## config.mk

```make
export PLATFORM = sky130hd
export DESIGN_NAME = nvm_access_ctrl
export DESIGN_NICKNAME = d
export VERILOG_FILES = /design/src/nvm_pkg.sv /design/src/nvm_access_ctrl.sv /design/src/nvm_write_timer.sv
export SDC_FILE = /design/constraint.sdc
export NUM_CORES = 2
export LEC_CHECK = 0
export ABC_CLOCK_PERIOD_IN_PS = 4700
export BUFFER_PORTS_ARGS = -buffer_cell sky130_fd_sc_hd__buf_2
export CORE_MARGIN = 5
export CORE_UTILIZATION = 60
export CTS_CLUSTER_DIAMETER = 100
export DETAILED_ROUTE_END_ITERATION = 10
export PLACE_DENSITY = 0.76
export SLEW_MARGIN = 20
export SYNTH_ARGS = -nofsm -noshare
export SYNTH_HDL_FRONTEND = slang
export SYNTH_SLANG_ARGS = --single-unit
```

## constraint.sdc

```tcl
create_clock -name ref_clk -period 4.7 [get_ports ref_clk]
set_input_delay 0.94 -clock ref_clk [delete_from_list [all_inputs] [get_ports ref_clk]]
set_output_delay 0.94 -clock ref_clk [all_outputs]
set_load 0.005 [all_outputs]
```

## src/nvm_pkg.sv

```systemverilog
// ============================================================
// shared constants for the data store access block
// ============================================================
package nvm_pkg;

  // ============================================================
  // widths and array size
  // ============================================================
  localparam int DATA_W = 8;     // byte wide store
  localparam int ADDR_W = 8;     // full 8-bit location index
  localparam int MEM_DEPTH = 256; // locations in the store

  // ============================================================
  // register file offsets
  // ============================================================
  localparam logic [7:0] ADDR_PFLAG = 8'h0C; // peripheral_flag_reg
  localparam logic [7:0] ADDR_DATA = 8'h9A;  // nvm_data_reg
  localparam logic [7:0] ADDR_ADDR = 8'h9B;  // nvm_addr_reg
  localparam logic [7:0] ADDR_CTRL = 8'h9C;  // nvm_control_reg
  localparam logic [7:0] ADDR_KEY = 8'h9D;   // unlock_key_port

  // ============================================================
  // field positions
  // ============================================================
  localparam int CTRL_RD_BIT = 0;     // read start
  localparam int CTRL_WR_BIT = 1;     // write start
  localparam int CTRL_PERMIT_BIT = 2; // program_permit
  localparam int CTRL_ABORT_BIT = 3;  // program_abort_flag
  localparam int PFLAG_DONE_BIT = 7;  // program_done_flag

  // ============================================================
  // reset values and keys
  // ============================================================
  localparam logic [7:0] RST_BYTE = 8'h00;   // data, address, read data
  localparam logic RST_BIT = 1'b0;           // every control bit
  localparam logic [7:0] KEY_FIRST = 8'h55;  // first unlock key
  localparam logic [7:0] KEY_SECOND = 8'hAA; // second unlock key

  // ============================================================
  // timing
  // ============================================================
  // instruction cycles from one unlock step to the next
  localparam int UNLOCK_GAP_CYCLES = 2;
  localparam int GAP_W = 3;
  localparam logic [2:0] GAP_MATCH = 3'(UNLOCK_GAP_CYCLES - 1);
  localparam logic [2:0] GAP_MAX = 3'h7;
  localparam logic [2:0] GAP_ZERO = 3'h0;
  localparam int CLK_PERIOD_NS = 10;
  // self-timed write duration, plain default
  localparam int WRITE_TIME_NS = 5000000;
  // longest time, rounded down, at least one cycle
  localparam int WRITE_CYCLES = (WRITE_TIME_NS / CLK_PERIOD_NS < 1) ? 1 :
                                WRITE_TIME_NS / CLK_PERIOD_NS;
  localparam int TIMER_W = 20;

  // ============================================================
  // unlock sequence tracker
  // ============================================================
  typedef enum logic [1:0] {
    NVM_SEQ_IDLE = 2'b00,
    NVM_SEQ_KEY1 = 2'b01,
    NVM_SEQ_ARMED = 2'b11
  } nvm_seq_type;

endpackage

```

## src/nvm_access_ctrl.sv

```systemverilog
`timescale 1ns/1ps
`default_nettype none
module nvm_access_ctrl #(
  parameter int WRITE_CYCLES = nvm_pkg::WRITE_CYCLES,
  parameter int TIMER_W = nvm_pkg::TIMER_W
) (
  // clock, reset, enable
  input wire logic ref_clk,
  input wire logic rst,
  input wire logic ce,
  // device resets that may cut a write
  input wire logic ext_reset_pin_n,
  input wire logic watchdog_timer_rst,
  // register file access
  input wire logic [7:0] sfr_addr,
  input wire logic sfr_wr,
  input wire logic [7:0] sfr_wdata,
  input wire logic sfr_rd,
  output logic [7:0] sfr_rdata,
  // status
  output logic program_done_flag,
  output logic nvm_write_busy
);

  // ============================================================
  // state
  // ============================================================
  logic [nvm_pkg::DATA_W-1:0] data_ff;     // nvm_data_reg
  logic [nvm_pkg::ADDR_W-1:0] addr_ff;     // nvm_addr_reg
  logic rd_bit_ff;                         // read start
  logic wr_bit_ff;                         // write start / busy
  logic permit_ff;                         // program_permit
  logic abort_ff;                          // program_abort_flag
  logic done_ff;                           // program_done_flag
  logic [nvm_pkg::ADDR_W-1:0] lat_addr_ff; // write target copy
  logic [nvm_pkg::DATA_W-1:0] lat_data_ff; // write byte copy
  logic [7:0] rdata_ff;                    // read data to cpu
  nvm_pkg::nvm_seq_type seq_ff;            // unlock tracker
  logic [nvm_pkg::GAP_W-1:0] gap_ff;       // cycles since last step
  // the store itself, no reset: contents survive resets
  logic [nvm_pkg::DATA_W-1:0] mem_ff [0:nvm_pkg::MEM_DEPTH-1];

  // ============================================================
  // decode
  // ============================================================
  logic warm;        // device reset cutting this block
  logic wr_data;     // write to data register
  logic wr_addr;     // write to address register
  logic wr_ctrl;     // write to control register
  logic wr_key;      // write to key port
  logic wr_pflag;    // write to peripheral flags
  logic lone_rd;     // read with no write beside it
  logic gap_ok;      // exact spacing reached
  logic start_ok;    // write start accepted
  logic rd_start;    // read start requested
  logic timer_done;  // timed write ends this cycle
  logic timer_busy;  // timer running
  logic [nvm_pkg::DATA_W-1:0] rd_peek; // byte at current address

  assign warm = !ext_reset_pin_n || watchdog_timer_rst;
  assign wr_data = sfr_wr && (sfr_addr == nvm_pkg::ADDR_DATA);
  assign wr_addr = sfr_wr && (sfr_addr == nvm_pkg::ADDR_ADDR);
  assign wr_ctrl = sfr_wr && (sfr_addr == nvm_pkg::ADDR_CTRL);
  assign wr_key = sfr_wr && (sfr_addr == nvm_pkg::ADDR_KEY);
  assign wr_pflag = sfr_wr && (sfr_addr == nvm_pkg::ADDR_PFLAG);
  assign lone_rd = sfr_rd && !sfr_wr;
  assign gap_ok = (gap_ff == nvm_pkg::GAP_MATCH);
  assign rd_peek = mem_ff[addr_ff];
  assign rd_start = wr_ctrl && sfr_wdata[nvm_pkg::CTRL_RD_BIT];

  // write start only from an armed sequence at the exact cycle,
  // with permit already high and no write running
  assign start_ok = wr_ctrl && sfr_wdata[nvm_pkg::CTRL_WR_BIT] &&
                    (seq_ff == nvm_pkg::NVM_SEQ_ARMED) && gap_ok &&
                    permit_ff && !wr_bit_ff && !warm;

  // ============================================================
  // write duration timer
  // ============================================================
  nvm_write_timer #(
    .CNT_W(TIMER_W),
    .CYCLES(WRITE_CYCLES)
  ) u_timer (
    .ref_clk(ref_clk),
    .rst(rst),
    .ce(ce),
    .start(start_ok),
    .abort(warm),
    .busy(timer_busy),
    .done(timer_done)
  );

  // ============================================================
  // unlock sequence tracker
  // ============================================================
  // any access other than the next step drops the tracker, so an
  // interrupt landing mid-sequence simply costs the write
  always_ff @(posedge ref_clk or posedge rst) begin
    if (rst) begin
      seq_ff <= nvm_pkg::NVM_SEQ_IDLE;
      gap_ff <= nvm_pkg::GAP_ZERO;
    end else if (ce) begin
      if (gap_ff != nvm_pkg::GAP_MAX) begin
        gap_ff <= gap_ff + 3'h1;
      end
      if (warm) begin
        seq_ff <= nvm_pkg::NVM_SEQ_IDLE;
      end else if (wr_key && sfr_wdata == nvm_pkg::KEY_FIRST) begin
        // first key (re)starts the sequence
        seq_ff <= nvm_pkg::NVM_SEQ_KEY1;
        gap_ff <= nvm_pkg::GAP_ZERO;
      end else if (wr_key && sfr_wdata == nvm_pkg::KEY_SECOND &&
                   seq_ff == nvm_pkg::NVM_SEQ_KEY1 && gap_ok) begin
        seq_ff <= nvm_pkg::NVM_SEQ_ARMED;
        gap_ff <= nvm_pkg::GAP_ZERO;
      end else if (sfr_wr || lone_rd) begin
        // wrong step or the single use of the armed state
        seq_ff <= nvm_pkg::NVM_SEQ_IDLE;
      end else if (gap_ok) begin
        // step cycle passed without the step: count is off
        seq_ff <= nvm_pkg::NVM_SEQ_IDLE;
      end
    end
  end

  // ============================================================
  // address register
  // ============================================================
  always_ff @(posedge ref_clk or posedge rst) begin
    if (rst) begin
      addr_ff <= nvm_pkg::RST_BYTE;
    end else if (ce) begin
      if (warm) begin
        addr_ff <= nvm_pkg::RST_BYTE;
      end else if (wr_addr) begin
        addr_ff <= sfr_wdata;
      end
    end
  end

  // ============================================================
  // data register
  // ============================================================
  // changes only by a read, a software write or a warm reset clearing it
  always_ff @(posedge ref_clk or posedge rst) begin
    if (rst) begin
      data_ff <= nvm_pkg::RST_BYTE;
    end else if (ce) begin
      if (warm) begin
        data_ff <= nvm_pkg::RST_BYTE;
      end else if (rd_start) begin
        data_ff <= rd_peek;
      end else if (wr_data) begin
        data_ff <= sfr_wdata;
      end
    end
  end

  // ============================================================
  // read start bit
  // ============================================================
  // the read itself finishes at the setting edge; the bit shows
  // for exactly one cycle
  always_ff @(posedge ref_clk or posedge rst) begin
    if (rst) begin
      rd_bit_ff <= nvm_pkg::RST_BIT;
    end else if (ce) begin
      rd_bit_ff <= rd_start && !warm;
    end
  end

  // ============================================================
  // write start bit and latched target
  // ============================================================
  // a zero written to the bit is ignored, so software can never
  // cut a write short
  always_ff @(posedge ref_clk or posedge rst) begin
    if (rst) begin
      wr_bit_ff <= nvm_pkg::RST_BIT;
      lat_addr_ff <= nvm_pkg::RST_BYTE;
      lat_data_ff <= nvm_pkg::RST_BYTE;
    end else if (ce) begin
      if (warm) begin
        wr_bit_ff <= 1'b0;
      end else if (start_ok) begin
        wr_bit_ff <= 1'b1;
        lat_addr_ff <= addr_ff;
        lat_data_ff <= data_ff;
      end else if (timer_done) begin
        wr_bit_ff <= 1'b0;
      end
    end
  end

  // ============================================================
  // permit bit
  // ============================================================
  // only software and a warm reset move it; the running write ignores it
  always_ff @(posedge ref_clk or posedge rst) begin
    if (rst) begin
      permit_ff <= nvm_pkg::RST_BIT;
    end else if (ce) begin
      if (warm) begin
        permit_ff <= 1'b0;
      end else if (wr_ctrl) begin
        permit_ff <= sfr_wdata[nvm_pkg::CTRL_PERMIT_BIT];
      end
    end
  end

  // ============================================================
  // abort flag
  // ============================================================
  // power-up value is undefined for software; cleared here anyway
  always_ff @(posedge ref_clk or posedge rst) begin
    if (rst) begin
      abort_ff <= nvm_pkg::RST_BIT;
    end else if (ce) begin
      if (warm && wr_bit_ff) begin
        abort_ff <= 1'b1;
      end else if (wr_ctrl && !warm) begin
        abort_ff <= sfr_wdata[nvm_pkg::CTRL_ABORT_BIT];
      end
    end
  end

  // ============================================================
  // done flag
  // ============================================================
  // the hardware set wins over a software clear in the same cycle
  always_ff @(posedge ref_clk or posedge rst) begin
    if (rst) begin
      done_ff <= nvm_pkg::RST_BIT;
    end else if (ce) begin
      if (warm) begin
        done_ff <= 1'b0;
      end else if (timer_done) begin
        done_ff <= 1'b1;
      end else if (wr_pflag) begin
        done_ff <= sfr_wdata[nvm_pkg::PFLAG_DONE_BIT];
      end
    end
  end

  // ============================================================
  // store
  // ============================================================
  // a byte write overwrites the whole location in one step
  always_ff @(posedge ref_clk) begin
    if (ce && timer_done && !warm) begin
      mem_ff[lat_addr_ff] <= lat_data_ff;
    end
  end

  // ============================================================
  // read data
  // ============================================================
  always_ff @(posedge ref_clk or posedge rst) begin
    if (rst) begin
      rdata_ff <= nvm_pkg::RST_BYTE;
    end else if (ce && sfr_rd) begin
      case (sfr_addr)
        nvm_pkg::ADDR_DATA: rdata_ff <= data_ff;
        nvm_pkg::ADDR_ADDR: rdata_ff <= addr_ff;
        nvm_pkg::ADDR_CTRL: begin
          rdata_ff <= {4'h0, abort_ff, permit_ff, wr_bit_ff, rd_bit_ff};
        end
        nvm_pkg::ADDR_PFLAG: rdata_ff <= {done_ff, 7'h00};
        nvm_pkg::ADDR_KEY: rdata_ff <= nvm_pkg::RST_BYTE;
        default: rdata_ff <= nvm_pkg::RST_BYTE;
      endcase
    end
  end

  assign sfr_rdata = rdata_ff;
  assign program_done_flag = done_ff;
  assign nvm_write_busy = wr_bit_ff;
endmodule
`default_nettype wire

```

## src/nvm_write_timer.sv

```systemverilog
`timescale 1ns/1ps
`default_nettype none
// ============================================================
// self-timed write duration counter
// ============================================================
module nvm_write_timer #(
  parameter int CNT_W = 20,
  parameter int CYCLES = 500000
) (
  // clock, reset, enable
  input wire logic ref_clk,
  input wire logic rst,
  input wire logic ce,
  // control
  input wire logic start,
  input wire logic abort,
  // status
  output logic busy,
  output logic done
);

  logic [CNT_W-1:0] cnt_ff;  // cycles left
  logic busy_ff;             // timing in progress

  localparam logic [CNT_W-1:0] LOAD = CNT_W'(CYCLES);
  localparam logic [CNT_W-1:0] ONE = CNT_W'(1);

  // count down while busy; abort wins over everything
  always_ff @(posedge ref_clk or posedge rst) begin
    if (rst) begin
      cnt_ff <= '0;
      busy_ff <= 1'b0;
    end else if (ce) begin
      if (abort) begin
        busy_ff <= 1'b0;
      end else if (start) begin
        cnt_ff <= LOAD;
        busy_ff <= 1'b1;
      end else if (busy_ff) begin
        if (cnt_ff == ONE) begin
          busy_ff <= 1'b0;
        end else begin
          cnt_ff <= cnt_ff - ONE;
        end
      end
    end
  end

  assign busy = busy_ff;
  // last cycle of the timed window
  assign done = busy_ff && (cnt_ff == ONE);

endmodule
`default_nettype wire

```

==> results.cfg <==
[run_status]
status = complete, no violations

[placed_design]
gp_congestion = 0.959
preCtsSetupSlack_ns = 0.761
dp_hpwl_um = 133000
port_buffers = 32
placed_cell_area_um2 = 87000

[detailed_routing]
dr.pass1.iters = 5
detail_route.drc_violations = 0
post_drt_wl_per_cell_um = 33.6
via_per_inst = 6.89
postRouteWirelength_um = 216000
ant_nets = 0
drt_iter0_markers = 6476
dr_total_vias = 44300

[sta]
final.min_clock_period_ns = 4.03
fin_ws_ns = 0.667
fmax_mhz = 248
fin_skew_ns = 0.0438
finalSetupTns_ns = 0
setup_violations = 0
hold_slack_ns = 0.277
slew_headroom = 0.243
slew_violations = 0
hold_violations = 0
tightest_slew_ns = 1.13
fin_crit_sh = 0.858
rsz0062_at_grt = false

[die]
initial_core_util = 0.603
rows = 136
die_x_um = 381
ios = 33
core_um2 = 137000
design.die.area_um2 = 145000
die_h_um = 381

[clock_network]
cts_setup_buffers = 0
insertion_delay_ns = 0.83
clkTransAtPathRegs_ns = 0.06
cts_inserted_buffers = 198
hold_buffers = 0
cts.sinks = 2119
htreeDepth = 4
cts_tree = done
cts-resized-gates = 0
clk_root_buffer_cell = clkbuf_16
clk_path_buf_depth = 3

[pwr]
power_uw = 36100
p_leak_uw = 0.0340
pwr_density_cell_nw_per_um2 = 387
vdd_drop_max_mv = 0.294

[yosys]
syn_nets = 4167
synthCells = 4140
yosys-top-cells-area = edfxtp_1 (74%), mux4_2 (13%), dfrtp_1 (2.1%)
postSynthAreaPerCell_um2 = 20.0
synth_seq_cells = 2119
synth_flop_cell = edfxtp_1
synth_edf_count = 2048
synth_top_area_cell = edfxtp_1
async_flop_share = 0.0335
synth_top_cell_area_share = 0.744
ys_warn_count = 0
synth-seq-area-share = 0.766
syn_area_um2 = 82600
synth_cell_types = 69

[worst_setup_path]
crit_fanout = 11
cp_data_required_time_ns = 5.13
critPathArrivalTime_ns = 4.46
r2r-end = mem_ff[70][3]
reg2reg_slack_ns = 0.67
start_kind = flop
ff2ff_path_depth = 7
cp-end-kind = flop
crit_type = reg2reg
r2r-start = u_timer.cnt_ff[9]

[global_route]
grt_max_degree = 258
grt_pass1_vias = 44500
grt_pass1_wl_um = 313000
grt_remaining_overflow = 0
antenna_found_initial = 2
grt.total_usage = 0.299

[final_layout]
syn2layout_area_growth_pct = 12.9
layout-drive-gt1-share = 0.256
nNetsFinal = 4496
ff_latch_area_um2 = 63300
multi_input_area_um2 = 18300
postLayoutCellArea_um2 = 93300
antenna_cells = 0
fillCellCount = 8278

[run]
drv_cap = 0

[hold_path]
worstHoldPathType = in2async
[synthesized netlist by cell type (all sizes together) (4+ instances only)]
master and count:
o22ai 61, a22oi 116, nand3b 6, nor2 301
a311o 4, and2 6, o221ai 4, or4 5
or3 7, inv 10, o2111ai 4, edfxtp 2048
o21ai 45, a311oi 4, nand2 171, buf 137
a211oi 35, a31oi 16, nand3 68, nor3 30
xnor2 10, a21oi 51, nor3b 5, a222oi 4
and3 12, mux2i 99, clkbuf 111, a221oi 19
a2111oi 7, nor2b 47, dfrtp 71, or2 7
nand4 25, a22o 23, nor4b 6, nand2b 18
ha 4, mux4 463, mux2 15, xor2 7
nor4 19
[power by group]
group          total, µW  internal [µW]  switching, µW
Combinational        172           66.2            105
Clock              15500           8690           6840
Sequential         20400          20400           26.2
[registers in the layout (all words and copies together) (netlist names), 2 cells and up]
name,cells
lat_addr_ff,8
lat_data_ff,8
addr_ff,8
seq_ff,2
sfr_rdata,8
data_ff,8
gap_ff,3
u_timer.cnt_ff,20
mem_ff,2048
[worst max path at each step]
stage	end	depth (start not counted)	start	slack, ns
floorplan	mem_ff[0][0]	0	lat_data_ff[0]	0.71
global placement	data_ff[0]	8	addr_ff[0]	0.81
detailed placement	data_ff[0]	8	addr_ff[0]	0.76
CTS	data_ff[0]	8	addr_ff[0]	0.75
global route	data_ff[0]	8	addr_ff[0]	0.56
finish	mem_ff[70][3]	7	u_timer.cnt_ff[9]	0.67
[critical path: stages (launching register included)]
cell and delay, ns:
dfrtp_1 0.44, or4_4 0.60, nor4b_4 0.35, and4bb_1 0.26, and4b_1 0.45, buf_4 0.27, nand3_1 0.49, nor2_1 0.80
[cells by family after synthesis]
logic type | synth area share
DFF | 0.766
and+or+nand+nor | 0.0426
muxes | 0.140
AOI/OAI and AO/OA | 0.0354
buffers and inverters | 0.0138
xor gates and xnor gates | 0.00180
adders and majority gates | 0.000606
[layout make-up]
class                      count  area share
inverter                      10    0.000429
clock buffer                 243      0.0567
tap                         1794      0.0241
multi-input combinational   1763       0.196
clock inverter               118      0.0104
timing repair buffer         377      0.0335
sequential                  2119       0.679
[layout by cell type, fill, tap and decap left out, types with 58 or more instances in the layout]
master | synthesis | routed
a22oi_1 | 116 | 116
buf_4 | 18 | 316
mux2i_1 | 99 | 99
nand3_1 | 63 | 63
dfrtp_1 | 71 | 58
nor2_1 | 301 | 296
mux4_2 | 463 | 463
clkbuf_16 | 0 | 203
o22ai_1 | 61 | 61
nand2_1 | 170 | 170
edfxtp_1 | 2048 | 2048
[through the flow]
step / utilization / instances
final: 0.680 / 6424
after global placement: 0.634 / 6062
after global routing: 0.680 / 6424
after floorplan: - / 4140
after CTS: 0.680 / 6423
after detailed placement: 0.634 / 6062
[per-layer routing]
layer  part of all wire  vias to the layer above  track usage
li1                   -                    17700            -
met2               0.47                     3276        0.452
met4              0.054                        4        0.139
met1               0.35                    22700        0.414
met3               0.13                      569       0.0840
met5           0.000088                        -            0
No activity file was read; power rests on OpenSTA's default activity.
